==> src/logic/tic_pkg.sv <==
// Package of register map, field positions and timing counts for the timer capture block.
package tic_pkg;

    // ==========================================================
    // Register offsets
    localparam logic [7:0] ADDR_ENABLE_FLAGS = 8'h92;
    localparam logic [7:0] ADDR_EDGE_SELECT  = 8'h93;
    localparam logic [7:0] ADDR_FILTER       = 8'h94;
    localparam logic [7:0] ADDR_TIMER_CTRL   = 8'hc8;
    localparam logic [7:0] ADDR_TIMER_MODE   = 8'hc9;
    localparam logic [7:0] ADDR_RELOAD_LOW   = 8'hca;
    localparam logic [7:0] ADDR_RELOAD_HIGH  = 8'hcb;
    localparam logic [7:0] ADDR_COUNT_LOW    = 8'hcc;
    localparam logic [7:0] ADDR_COUNT_HIGH   = 8'hcd;
    localparam logic [7:0] ADDR_C0_LOW       = 8'he4;
    localparam logic [7:0] ADDR_C0_HIGH      = 8'he4;
    localparam logic [7:0] ADDR_C0_HIGH_ALT  = 8'he5;
    localparam logic [7:0] ADDR_C1_LOW       = 8'he6;
    localparam logic [7:0] ADDR_C1_HIGH      = 8'he7;
    localparam logic [7:0] ADDR_C2_LOW       = 8'hed;
    localparam logic [7:0] ADDR_C2_HIGH      = 8'hee;
    localparam logic [7:0] ADDR_PIN_SEL_A    = 8'hf1;
    localparam logic [7:0] ADDR_PIN_SEL_B    = 8'hf2;
    localparam logic [7:0] ADDR_IRQ_STATUS   = 8'ha0;
    localparam logic [7:0] ADDR_IRQ_MASK     = 8'ha1;

    // ==========================================================
    // Writable bit masks and reset value
    localparam logic [7:0] MASK_ENABLE_FLAGS = 8'h77;
    localparam logic [7:0] MASK_EDGE_SELECT  = 8'h3f;
    localparam logic [7:0] MASK_FILTER       = 8'h70;
    localparam logic [7:0] MASK_PIN_SEL_B    = 8'h0f;
    localparam logic [7:0] MASK_TIMER_CTRL   = 8'h05;
    localparam logic [7:0] MASK_TIMER_MODE   = 8'h8b;
    localparam logic [7:0] MASK_IRQ          = 8'h0f;
    localparam logic [7:0] RESET_BYTE        = 8'h00;

    // ==========================================================
    // Field positions
    localparam int ENABLE_LSB   = 4;
    localparam int FLAG_LSB     = 0;
    localparam int FILTER_LSB   = 4;
    localparam int RUN_BIT      = 2;
    localparam int MODE_BIT     = 0;
    localparam int AUTOCLR_BIT  = 3;
    localparam int RELOAD_EN    = 7;
    localparam int IRQ_OVF_BIT  = 3;

    // ==========================================================
    // Encodings
    localparam logic [1:0] EDGE_FALL   = 2'h0;
    localparam logic [1:0] EDGE_RISE   = 2'h1;
    localparam logic [1:0] EDGE_BOTH   = 2'h2;
    localparam logic [1:0] TRIG_OVF    = 2'h0;
    localparam logic [3:0] PIN_SEL_MAX = 4'h8;
    localparam int         PIN_COUNT   = 9;
    localparam logic [15:0] COUNT_TOP  = 16'hffff;

    // ==========================================================
    // Timing: the filter needs the new level to stand this long.
    localparam int CLK_PERIOD_NS = 40;
    localparam int FILTER_NS     = 160;
    localparam int FILTER_CYCLES = (FILTER_NS + CLK_PERIOD_NS - 1) / CLK_PERIOD_NS;
    localparam logic [2:0] FILTER_LAST = 3'(FILTER_CYCLES - 1);

endpackage : tic_pkg

==> src/logic/tic_capture.sv <==
// Timer counter with three input capture channels, register port and interrupt.
//
// Summary of operation
// - Counter high byte is an 8-bit read/write register, zero after reset.
// - Bits 6,5,4 enable channels 2,1,0; zero disables the channel.
// - Bits 2,1,0 flag a selected edge on channels 2,1,0.
// - Two-bit edge select per channel: fall, rise, either; 11 reserved.
// - Bits 6,5,4 turn the noise filter on for channels 2,1,0.
// - Each channel holds its 16-bit result in low and high bytes, reset zero.
// - Four-bit pin select picks one of nine pins; other codes mean pin 0.
// - Channel 1 select in bits 7:4, channel 0 in bits 3:0 of one register.
// - Channel 2 select in bits 3:0 of its own register, upper bits reserved.
// - Auto-reload mode with auto-clear zeroes the counter on a capture.
// - Reload trigger: 00 overflow, 01..11 capture on channel 0..2.
// - Run bit low halts and keeps the count; high resumes counting.
`timescale 1ns/1ps
module tic_capture (
    // Clock and reset
    input  wire logic       i_sys_clk,
    input  wire logic       i_reset,
    // Register port
    input  wire logic [7:0] i_addr,
    input  wire logic [7:0] i_wdata,
    input  wire logic       i_wr,
    input  wire logic       i_rd,
    output logic      [7:0] o_rdata,
    // Capture pins and interrupt
    input  wire logic [8:0] i_capture_pins,
    output logic            o_irq
);

    // ==========================================================
    // Helpers
    // Reserved edge code never matches, so a bad setting cannot capture.
    function automatic logic edge_match(input logic [1:0] sel, input logic prev,
                                        input logic cur);
        case (sel)
            tic_pkg::EDGE_FALL: edge_match = prev & ~cur;
            tic_pkg::EDGE_RISE: edge_match = ~prev & cur;
            tic_pkg::EDGE_BOTH: edge_match = prev ^ cur;
            default:            edge_match = 1'b0;
        endcase
    endfunction : edge_match

    // Out-of-range selections fall back to the first pin.
    function automatic logic pin_mux(input logic [3:0] sel, input logic [8:0] pins);
        if (sel <= tic_pkg::PIN_SEL_MAX)
            pin_mux = pins[sel];
        else
            pin_mux = pins[0];
    endfunction : pin_mux

    // ==========================================================
    // State
    logic [8:0]  sync1_reg, sync1_next, sync2_reg, sync2_next;
    logic [2:0]  filt_lvl_reg, filt_lvl_next, prev_lvl_reg, prev_lvl_next;
    logic [2:0]  filt_cnt_reg [3];
    logic [2:0]  filt_cnt_next [3];
    logic [7:0]  en_flags_reg, en_flags_next, edge_reg, edge_next;
    logic [7:0]  filter_reg, filter_next, pin_a_reg, pin_a_next;
    logic [7:0]  pin_b_reg, pin_b_next, ctrl_reg, ctrl_next;
    logic [7:0]  mode_reg, mode_next, irq_stat_reg, irq_stat_next;
    logic [7:0]  irq_mask_reg, irq_mask_next, rdata_reg, rdata_next;
    logic [15:0] count_reg, count_next, reload_reg, reload_next;
    logic [15:0] result_reg [3];
    logic [15:0] result_next [3];
    logic [3:0]  pin_sel [3];
    logic [2:0]  raw_lvl, chosen_lvl, cap_ev;
    logic        run, overflow, trig_hit, cnt_wr;

    // ==========================================================
    // Input synchronisers, pin routing, filters and edge detection
    always_comb
    begin
        sync1_next = i_capture_pins;
        sync2_next = sync1_reg;
        pin_sel[0] = pin_a_reg[3:0];
        pin_sel[1] = pin_a_reg[7:4];
        pin_sel[2] = pin_b_reg[3:0];
        filt_lvl_next = filt_lvl_reg;
        for (int k = 0; k < 3; k++)
        begin
            raw_lvl[k] = pin_mux(pin_sel[k], sync2_reg);
            filt_cnt_next[k] = 3'h0;
            // A level change counts only while it stands unbroken.
            if (raw_lvl[k] != filt_lvl_reg[k])
            begin
                if (filt_cnt_reg[k] == tic_pkg::FILTER_LAST)
                    filt_lvl_next[k] = raw_lvl[k];
                else
                    filt_cnt_next[k] = filt_cnt_reg[k] + 3'h1;
            end
            chosen_lvl[k] = filter_reg[tic_pkg::FILTER_LSB + k] ?
                            filt_lvl_reg[k] : raw_lvl[k];
            cap_ev[k] = en_flags_reg[tic_pkg::ENABLE_LSB + k] &
                        edge_match(edge_reg[2*k +: 2], prev_lvl_reg[k],
                                   chosen_lvl[k]);
        end
        prev_lvl_next = chosen_lvl;
    end

    // Input state registers; reset picks idle-high so no edge fires at release.
    always_ff @(posedge i_sys_clk)
    begin
        if (i_reset)
        begin
            sync1_reg    <= 9'h1ff;
            sync2_reg    <= 9'h1ff;
            filt_lvl_reg <= 3'h7;
            prev_lvl_reg <= 3'h7;
            for (int k = 0; k < 3; k++)
                filt_cnt_reg[k] <= 3'h0;
        end
        else
        begin
            sync1_reg    <= sync1_next;
            sync2_reg    <= sync2_next;
            filt_lvl_reg <= filt_lvl_next;
            prev_lvl_reg <= prev_lvl_next;
            for (int k = 0; k < 3; k++)
                filt_cnt_reg[k] <= filt_cnt_next[k];
        end
    end

    // ==========================================================
    // Counter, control registers, results and interrupt status
    assign run      = ctrl_reg[tic_pkg::RUN_BIT];
    assign overflow = run && (count_reg == tic_pkg::COUNT_TOP);
    assign cnt_wr   = i_wr && (i_addr == tic_pkg::ADDR_COUNT_LOW ||
                               i_addr == tic_pkg::ADDR_COUNT_HIGH);

    always_comb
    begin
        en_flags_next = en_flags_reg;
        edge_next     = edge_reg;
        filter_next   = filter_reg;
        pin_a_next    = pin_a_reg;
        pin_b_next    = pin_b_reg;
        ctrl_next     = ctrl_reg;
        mode_next     = mode_reg;
        irq_mask_next = irq_mask_reg;
        reload_next   = reload_reg;
        count_next    = count_reg;
        result_next   = result_reg;
        case (mode_reg[1:0])
            tic_pkg::TRIG_OVF: trig_hit = overflow;
            2'h1:              trig_hit = cap_ev[0];
            2'h2:              trig_hit = cap_ev[1];
            default:           trig_hit = cap_ev[2];
        endcase
        // Software writes first; hardware capture below overrides it.
        if (i_wr)
        begin
            case (i_addr)
                tic_pkg::ADDR_ENABLE_FLAGS: en_flags_next = i_wdata & tic_pkg::MASK_ENABLE_FLAGS;
                tic_pkg::ADDR_EDGE_SELECT:  edge_next = i_wdata & tic_pkg::MASK_EDGE_SELECT;
                tic_pkg::ADDR_FILTER:       filter_next = i_wdata & tic_pkg::MASK_FILTER;
                tic_pkg::ADDR_PIN_SEL_A:    pin_a_next = i_wdata;
                tic_pkg::ADDR_PIN_SEL_B:    pin_b_next = i_wdata & tic_pkg::MASK_PIN_SEL_B;
                tic_pkg::ADDR_TIMER_CTRL:   ctrl_next = i_wdata & tic_pkg::MASK_TIMER_CTRL;
                tic_pkg::ADDR_TIMER_MODE:   mode_next = i_wdata & tic_pkg::MASK_TIMER_MODE;
                tic_pkg::ADDR_IRQ_MASK:     irq_mask_next = i_wdata & tic_pkg::MASK_IRQ;
                tic_pkg::ADDR_RELOAD_LOW:   reload_next[7:0] = i_wdata;
                tic_pkg::ADDR_RELOAD_HIGH:  reload_next[15:8] = i_wdata;
                tic_pkg::ADDR_COUNT_LOW:    count_next[7:0] = i_wdata;
                tic_pkg::ADDR_COUNT_HIGH:   count_next[15:8] = i_wdata;
                tic_pkg::ADDR_C0_LOW:       result_next[0][7:0] = i_wdata;
                tic_pkg::ADDR_C0_HIGH_ALT:  result_next[0][15:8] = i_wdata;
                tic_pkg::ADDR_C1_LOW:       result_next[1][7:0] = i_wdata;
                tic_pkg::ADDR_C1_HIGH:      result_next[1][15:8] = i_wdata;
                tic_pkg::ADDR_C2_LOW:       result_next[2][7:0] = i_wdata;
                tic_pkg::ADDR_C2_HIGH:      result_next[2][15:8] = i_wdata;
                default: ;
            endcase
        end
        // A counter byte write wins over counting; software should halt first.
        if (!cnt_wr && run)
        begin
            if (!ctrl_reg[tic_pkg::MODE_BIT] && mode_reg[tic_pkg::AUTOCLR_BIT] && |cap_ev)
                count_next = 16'h0000;
            else if (mode_reg[tic_pkg::RELOAD_EN] && trig_hit)
                count_next = reload_reg;
            else
                count_next = count_reg + 16'h0001;
        end
        // Events set flags and take the pre-update count; set beats a clearing write.
        for (int k = 0; k < 3; k++)
        begin
            if (cap_ev[k])
            begin
                en_flags_next[tic_pkg::FLAG_LSB + k] = 1'b1;
                result_next[k] = count_reg;
            end
        end
        irq_stat_next = (i_rd && i_addr == tic_pkg::ADDR_IRQ_STATUS) ?
                        8'h00 : irq_stat_reg;
        irq_stat_next = irq_stat_next | {4'h0, overflow, cap_ev};
    end

    // Control and data registers, all cleared by reset.
    always_ff @(posedge i_sys_clk)
    begin
        if (i_reset)
        begin
            en_flags_reg <= tic_pkg::RESET_BYTE;
            edge_reg     <= tic_pkg::RESET_BYTE;
            filter_reg   <= tic_pkg::RESET_BYTE;
            pin_a_reg    <= tic_pkg::RESET_BYTE;
            pin_b_reg    <= tic_pkg::RESET_BYTE;
            ctrl_reg     <= tic_pkg::RESET_BYTE;
            mode_reg     <= tic_pkg::RESET_BYTE;
            irq_mask_reg <= tic_pkg::RESET_BYTE;
            irq_stat_reg <= tic_pkg::RESET_BYTE;
            reload_reg   <= 16'h0000;
            count_reg    <= 16'h0000;
            for (int k = 0; k < 3; k++)
                result_reg[k] <= 16'h0000;
        end
        else
        begin
            en_flags_reg <= en_flags_next;
            edge_reg     <= edge_next;
            filter_reg   <= filter_next;
            pin_a_reg    <= pin_a_next;
            pin_b_reg    <= pin_b_next;
            ctrl_reg     <= ctrl_next;
            mode_reg     <= mode_next;
            irq_mask_reg <= irq_mask_next;
            irq_stat_reg <= irq_stat_next;
            reload_reg   <= reload_next;
            count_reg    <= count_next;
            result_reg   <= result_next;
        end
    end

    // ==========================================================
    // Read port: data stand one cycle after the strobe, else zero.
    always_comb
    begin
        rdata_next = 8'h00;
        if (i_rd)
        begin
            case (i_addr)
                tic_pkg::ADDR_ENABLE_FLAGS: rdata_next = en_flags_reg;
                tic_pkg::ADDR_EDGE_SELECT:  rdata_next = edge_reg;
                tic_pkg::ADDR_FILTER:       rdata_next = filter_reg;
                tic_pkg::ADDR_PIN_SEL_A:    rdata_next = pin_a_reg;
                tic_pkg::ADDR_PIN_SEL_B:    rdata_next = pin_b_reg;
                tic_pkg::ADDR_TIMER_CTRL:   rdata_next = ctrl_reg;
                tic_pkg::ADDR_TIMER_MODE:   rdata_next = mode_reg;
                tic_pkg::ADDR_IRQ_MASK:     rdata_next = irq_mask_reg;
                tic_pkg::ADDR_IRQ_STATUS:   rdata_next = irq_stat_reg;
                tic_pkg::ADDR_RELOAD_LOW:   rdata_next = reload_reg[7:0];
                tic_pkg::ADDR_RELOAD_HIGH:  rdata_next = reload_reg[15:8];
                tic_pkg::ADDR_COUNT_LOW:    rdata_next = count_reg[7:0];
                tic_pkg::ADDR_COUNT_HIGH:   rdata_next = count_reg[15:8];
                tic_pkg::ADDR_C0_LOW:       rdata_next = result_reg[0][7:0];
                tic_pkg::ADDR_C0_HIGH_ALT:  rdata_next = result_reg[0][15:8];
                tic_pkg::ADDR_C1_LOW:       rdata_next = result_reg[1][7:0];
                tic_pkg::ADDR_C1_HIGH:      rdata_next = result_reg[1][15:8];
                tic_pkg::ADDR_C2_LOW:       rdata_next = result_reg[2][7:0];
                tic_pkg::ADDR_C2_HIGH:      rdata_next = result_reg[2][15:8];
                default:                    rdata_next = 8'h00;
            endcase
        end
    end

    // Read data register.
    always_ff @(posedge i_sys_clk)
    begin
        if (i_reset)
            rdata_reg <= 8'h00;
        else
            rdata_reg <= rdata_next;
    end

    assign o_rdata = rdata_reg;
    assign o_irq   = |(irq_stat_reg & irq_mask_reg);
endmodule : tic_capture

==> config.mk <==
export PLATFORM = sky130hd
export DESIGN_NAME = tic_capture
export DESIGN_NICKNAME = d
export VERILOG_FILES = /design/src/logic/tic_pkg.sv /design/src/logic/tic_capture.sv
export SDC_FILE = /design/constraint.sdc
export NUM_CORES = 1
export LEC_CHECK = 0
export ABC_AREA = 1
export BUFFER_PORTS_ARGS = -buffer_cell sky130_fd_sc_hd__buf_2
export CAP_MARGIN = 20
export CORE_UTILIZATION = 28
export DETAILED_ROUTE_END_ITERATION = 8
export GPL_TIMING_DRIVEN = 0
export PLACE_DENSITY_LB_ADDON = 0.15
export SYNTH_ARGS = -nofsm -noshare
export SYNTH_HDL_FRONTEND = slang
export SYNTH_SLANG_ARGS = --single-unit
==> constraint.sdc <==
create_clock -name i_sys_clk -period 5.5 [get_ports i_sys_clk]
set_clock_uncertainty 0.2 [all_clocks]
set_input_delay 0.825 -clock i_sys_clk [delete_from_list [all_inputs] [get_ports i_sys_clk]]
set_output_delay 0.825 -clock i_sys_clk [all_outputs]
set_load 0.02 [all_outputs]
# Word-level counts from Yosys, hierarchy flattened
# Memories as Yosys holds them, arrays and structs flattened.
# Cells that the tools add are included.
# totals
regBits,157
latch_bits,0
ram_bits,9
romBits,0
inputBits,29
output_inout_bits,9
word_cells,205
mem_count,1
# classes
add_sub_neg,4
multipliers,0
div,0
n_lt_le_gt_ge,6
n_eq_ne,34
shifts,0
mux,51
bitwise,24
reduce_logical,56
# memory_table
name,words,width,rd,rd_clocked_by_memory_dff,write_ports,line_no,source
filt_cnt_reg,3,3,3,0,3,tic_capture.sv:57,logic [2:0] filt_cnt_reg [3];
# ops
operator,count
$eq A8 B8 Y1 const B,19
$pmux W8 S19,1
$mux W16,7
$mux W8,9
$mux W48,1
$reduce_and A2 Y1,24
$mux W3,11
$reduce_bool A2 Y1,15
$add A16 B1 Y16 const B,1
$eq A16 B16 Y1 const B,1
$lt A4 B5 Y1 const B,3
$mux W1,15
$bmux W1 S4,3
$le A4 B4 Y1 const B,3
$pmux W1 S3,4
$add A3 B1 Y3 const B,3
$and A1 B1 Y1,9
$eq A3 B2 Y1 const B,3
$and A8 B4 Y8,1
$eq A2 B1 Y1 const B,4
$eq A2 B2 Y1 const B,4
$logic_not A2 Y1,4
$or A8 B4 Y8,1
$reduce_or A8 Y1,1
9 further kinds,28

# Logic depth before layout (Yosys ltp)
# logic_depth
depth_word,13
mapped_depth,22
mapped_depth_nobuf,21

# Worst setup path before layout
# No wires, ideal clock.
# synth_timing
path_kind,reg2reg
startpoint,register pin_b_reg[0]
endpoint,register result_reg[13] (netlist bit)
setup_time_ns,0.057
arrival_ns,2.454
required_time_ns,5.243
path_slack_ns,2.789
stages_incl_launch_ff,19
n_path_buf,2
synth_period_minus_slack_ns,2.711
path_cell_list,dfxtp_1 > inv_1 > nor2_1 > o211ai_1 > nand3_1 > nand2_1 > a21boi_0 > inv_1 > ha_1 > nand2_1 > nand3_1 > nand2_1 > nand2_1 > buf_2 > clkbuf_1 > nand2_1 > o221ai_1 > nand2_1 > inv_1
# synth_between
elab_chain_len,10
elab_cells_between_ends,15
classes_between,order compare (1); mux (6); bitwise (5); reduce/logical (3)
# synth_rtl
item,line_no,source
start: declaration,tic_capture.sv:61,"logic [7:0] pin_b_reg, pin_b_next, ctrl_reg, ctrl_next;"
start signal: assignment,tic_capture.sv:209,pin_b_reg <= tic_pkg::RESET_BYTE;
start signal: assignment,tic_capture.sv:225,pin_b_reg <= pin_b_next;
$bmux W1 S4,tic_capture.sv:48,pin_mux = pins[sel];
$mux W1 (not written as such),tic_capture.sv:48,
$mux W1 *,tic_capture.sv:47,if (sel <= tic_pkg::PIN_SEL_MAX)
$mux W1 *,tic_capture.sv:93,chosen_lvl[k] = filter_reg[tic_pkg::FILTER_LSB + k] ?
named net chosen_lvl[2],tic_capture.sv:68,"logic [2:0] raw_lvl, chosen_lvl, cap_ev;"
$not A1 Y1,tic_capture.sv:38,tic_pkg::EDGE_FALL: edge_match = prev & ~cur;
$and A1 B1 Y1,tic_capture.sv:38,
$pmux W1 S3 *,tic_capture.sv:37,case (sel)
$and A1 B1 Y1 *,tic_capture.sv:95,cap_ev[k] = en_flags_reg[tic_pkg::ENABLE_LSB + k] &
$reduce_bool A2 Y1 (no line),n/a,
$reduce_and A2 Y1 (no line),n/a,
end signal: assignment,tic_capture.sv:232,result_reg <= result_next;
end: declaration,tic_capture.sv:65,logic [15:0] result_reg [3];
# The timed path passes the listed nets; every way through them passes the cells marked *. The select of a mux whose other input is x is not followed.
# A chain may end at the register's enable or synchronous reset.

# Worst setup path after layout
# layout_timing
startpoint,register pin_a_reg[4]
endpoint,register result_reg[31] (netlist bit)
# layout_between
elab_chain_len,10
elab_cells_between_ends,15
classes_between,order compare (1); mux (6); bitwise (5); reduce/logical (3)
# layout_rtl
item,line_no,source
start: declaration,tic_capture.sv:60,"logic [7:0] filter_reg, filter_next, pin_a_reg, pin_a_next;"
start signal: assignment,tic_capture.sv:208,pin_a_reg <= tic_pkg::RESET_BYTE;
start signal: assignment,tic_capture.sv:224,pin_a_reg <= pin_a_next;
$bmux W1 S4,tic_capture.sv:48,
$mux W1 (not written as such),tic_capture.sv:48,
$mux W1 *,tic_capture.sv:47,
$mux W1 *,tic_capture.sv:93,
named net chosen_lvl[1],tic_capture.sv:68,
$not A1 Y1,tic_capture.sv:38,
$and A1 B1 Y1,tic_capture.sv:38,
$pmux W1 S3 *,tic_capture.sv:37,
$and A1 B1 Y1 *,tic_capture.sv:95,
$reduce_bool A2 Y1 (no line),n/a,
$reduce_and A2 Y1 (no line),n/a,
# Marks and branches as above.

==> results by group <==
Status
  – Status: complete, no violations

Power and ir drop
  – Post-layout total power: 2.56 mW
  – PD cells: 263 nW/um^2
  – Peak supply drop: 0.143 mV
  – Static Leakage: 4.17 nW

Final layout
  – Syn-to-layout area delta: 14.8%
  – Layout Nets: 1335
  – Max FFs per register: 48
  – Fraction of layout cells with a size suffix above 1: 0.109
  – Antenna cells: 0
  – Cell area after layout: 9740 sq um
  – Non-Filler Instances: 1695
  – Layout Utilization: 0.328

Clocking
  – Post-CTS Resized: 0
  – Setup Fix Bufs, Post-CTS: 0
  – Clock tree buffer depth: 2
  – Root Driver: clkbuf_16
  – Hold-fix buffers, CTS: 0
  – Clk_lat worst skew: 440 ps
  – CTS clk-pin slew, worst paths: 70 ps
  – CTS tree: built
  – TritonCTS Buffers: 17
  – CTS HTree Levels: 4
  – Clock sinks: 162

STA
  – Max-slew violation count: 0
  – Setup_tns: 0 ps
  – Setup Viol. Count Final: 0
  – Min Clock Period, post-route: 3660 ps
  – Worst slew margin: 0.265
  – Worst hold slack: 210 ps
  – Min setup slack post-route: 1840 ps
  – Unrepaired setup endpoints after global routing: false
  – Fmax: 0.273 GHz
  – Period utilization: 0.666
  – Hold Fails Final Rpt: 0
  – Tightest Pin Transition: 1100 ps

Die
  – CORE AREA: 29700 sq um
  – Die height: 176 um
  – Die ar.: 31000 sq um
  – Die Wd: 176 um
  – # rows: 63
  – Starting Density: 0.286
  – I/O pins: 38

Yosys
  – Register bit total from synthesis: 162
  – Mapped Area: 8490 sq um
  – Asr flop ratio synth: 0
  – Syn_nets: 1281
  – Most common cell in the netlist: nand2_1
  – Post-Synthesis Cells: 1239
  – Number of synthesized flops with an enable pin: 0
  – Syn. warnings: 0
  – Top FF cell, synth: dfxtp_1
  – Commonest cells in the netlist: nand2_1, inv_1, dfxtp_1
  – Synth top area share: 0.382
  – Synth area leaders: dfxtp_1, nand2_1, inv_1
  – Sequential area share after synthesis: 0.382
  – Synth area leader: dfxtp_1
  – Library cells used by synthesis: 40
  – Synth Area per Inst: 6.85 sq um

Worst hold path
  – WHS Endpoint: sync2_reg[7]$_SDFF_PP1_
  – Hold depth: 1
  – Hold Path Class: register to register
  – Hold Path Origin: sync1_reg[7]$_SDFF_PP1_

Placed design
  – Gpl congestion: 0.939
  – Dpl cell area: 9150 sq um
  – Dpl ws: 1870 ps
  – Placed Cells: 1664
  – Number of port buffers: 35
  – Dpl hpwl: 24.1 mm

Detailed routing
  – Number of remaining DRC errors: 0
  – Via/cell ratio: 5.00
  – Initial drt markers: 770
  – ANT nets after route: 0
  – WL per Instance: 19.1 um
  – DR vias: 8483
  – Pre-Repair DR Iteration Count: 5
  – Post-Route WL: 32.4 mm

Critical path
  – CP Data Arrival Time: 3790 ps
  – Crit Path Category: register to register
  – Worst Reg-to-Reg Cells: 17
  – R2R Path Start: pin_a_reg[4]$_SDFFE_PP0P_
  – Worst Setup End Kind: register
  – R2r endpoint: result_reg[31]$_SDFFE_PP0P_
  – Startpoint Class: register
  – Max FO, Critical Path: 10
  – Reg-to-reg slack, setup: 1840 ps
  – CP required: 5630 ps

Global route
  – Initial antenna violation count: 1
  – Vias in the first global route: 7891
  – Largest net degree at the start of global routing: 17
  – First-pass GRT wire length: 48.6 mm
  – Total gr overflow: 0
  – Global-route usage over all layers: 0.214

Job
  – Max cap viols: 0
==> layout by cell type (no fill, tap or decap), types with 3 or more instances in the layout <==
master     instances
o211ai_1          11
inv_6              5
nor2_2             7
nand2_2            9
nand2_4            6
clkbuf_16         17
o21ai_1            9
ha_1              13
buf_2             44
nor3_1            15
inv_1            195
o22ai_1           50
a21oi_1           76
o21ai_0          123
nand4_1            9
nand2_1          229
xor2_1            11
inv_2              8
nand3_1           74
a211oi_1          12
nand3_2            4
or2_2             19
clkbuf_1          30
nor3_2             3
inv_8              3
o221ai_1          24
dfxtp_1          162
nor2_1           111
==> layout make-up <==
type	count	area, sq um
flip-flops and latches	162	3240
inverters	206	776
plain buffers	44	195
clock buffers	17	425
repair buffers	35	175
clock inverters	14	168
fillers	3294	20000
well taps	390	488
multi-input cells	827	4270
==> routing by layer <==
layer,track usage,share of wire
met5,0,0
met4,0.0743,0.027
met3,0.0381,0.069
met2,0.328,0.44
met1,0.299,0.47
==> cell families after synthesis <==
logic type               count (synthesis)  share of synthesized area
multiplexers                             1                    0.00118
XOR/XNOR                                12                     0.0124
AND/OR/NAND/NOR                        493                      0.262
adder cells (fa/ha/maj)                 13                     0.0192
flip-flops                             162                      0.382
AO/OA/AOI/OAI                          308                      0.208
buffers and inverters                  250                      0.114
==> critical path, cell delays in order, from the launching register on <==
cell      delay [ps]
dfxtp_1          430
inv_1            150
nor2_1           100
o21ai_0           80
o211ai_1         350
nand2_1          170
nand2_1           90
nand2_1           70
ha_1             270
nand2_1           50
nand2_1           60
o21ai_0          150
nand2_1          210
buf_2            260
clkbuf_1         520
o22ai_1          140
o21ai_0          190
inv_1             50
==> power by group <==
| group | internal [mW] | switching (mW) | leakage, nW |
|---|---|---|---|
| combinational | 0.0313 | 0.0987 | 2.57 |
| sequential | 1.18 | 0.00469 | 1.31 |
| clock | 0.684 | 0.560 | 0.291 |
| total | 1.90 | 0.663 | 4.17 |
==> how the worst max path moves through the flow <==
stage,to,start
3_5_place_dp,result_reg[21]$_SDFFE_PP0P_,pin_a_reg[4]$_SDFFE_PP0P_
6_report,result_reg[31]$_SDFFE_PP0P_,pin_a_reg[4]$_SDFFE_PP0P_
5_1_grt,result_reg[21]$_SDFFE_PP0P_,pin_a_reg[4]$_SDFFE_PP0P_
2_1_floorplan,result_reg[13]$_SDFFE_PP0P_,pin_b_reg[0]$_SDFFE_PP0P_
4_1_cts,result_reg[31]$_SDFFE_PP0P_,pin_a_reg[4]$_SDFFE_PP0P_
3_3_place_gp,result_reg[31]$_SDFFE_PP0P_,pin_a_reg[4]$_SDFFE_PP0P_
Note: power is estimated with default switching activity, not from simulation.
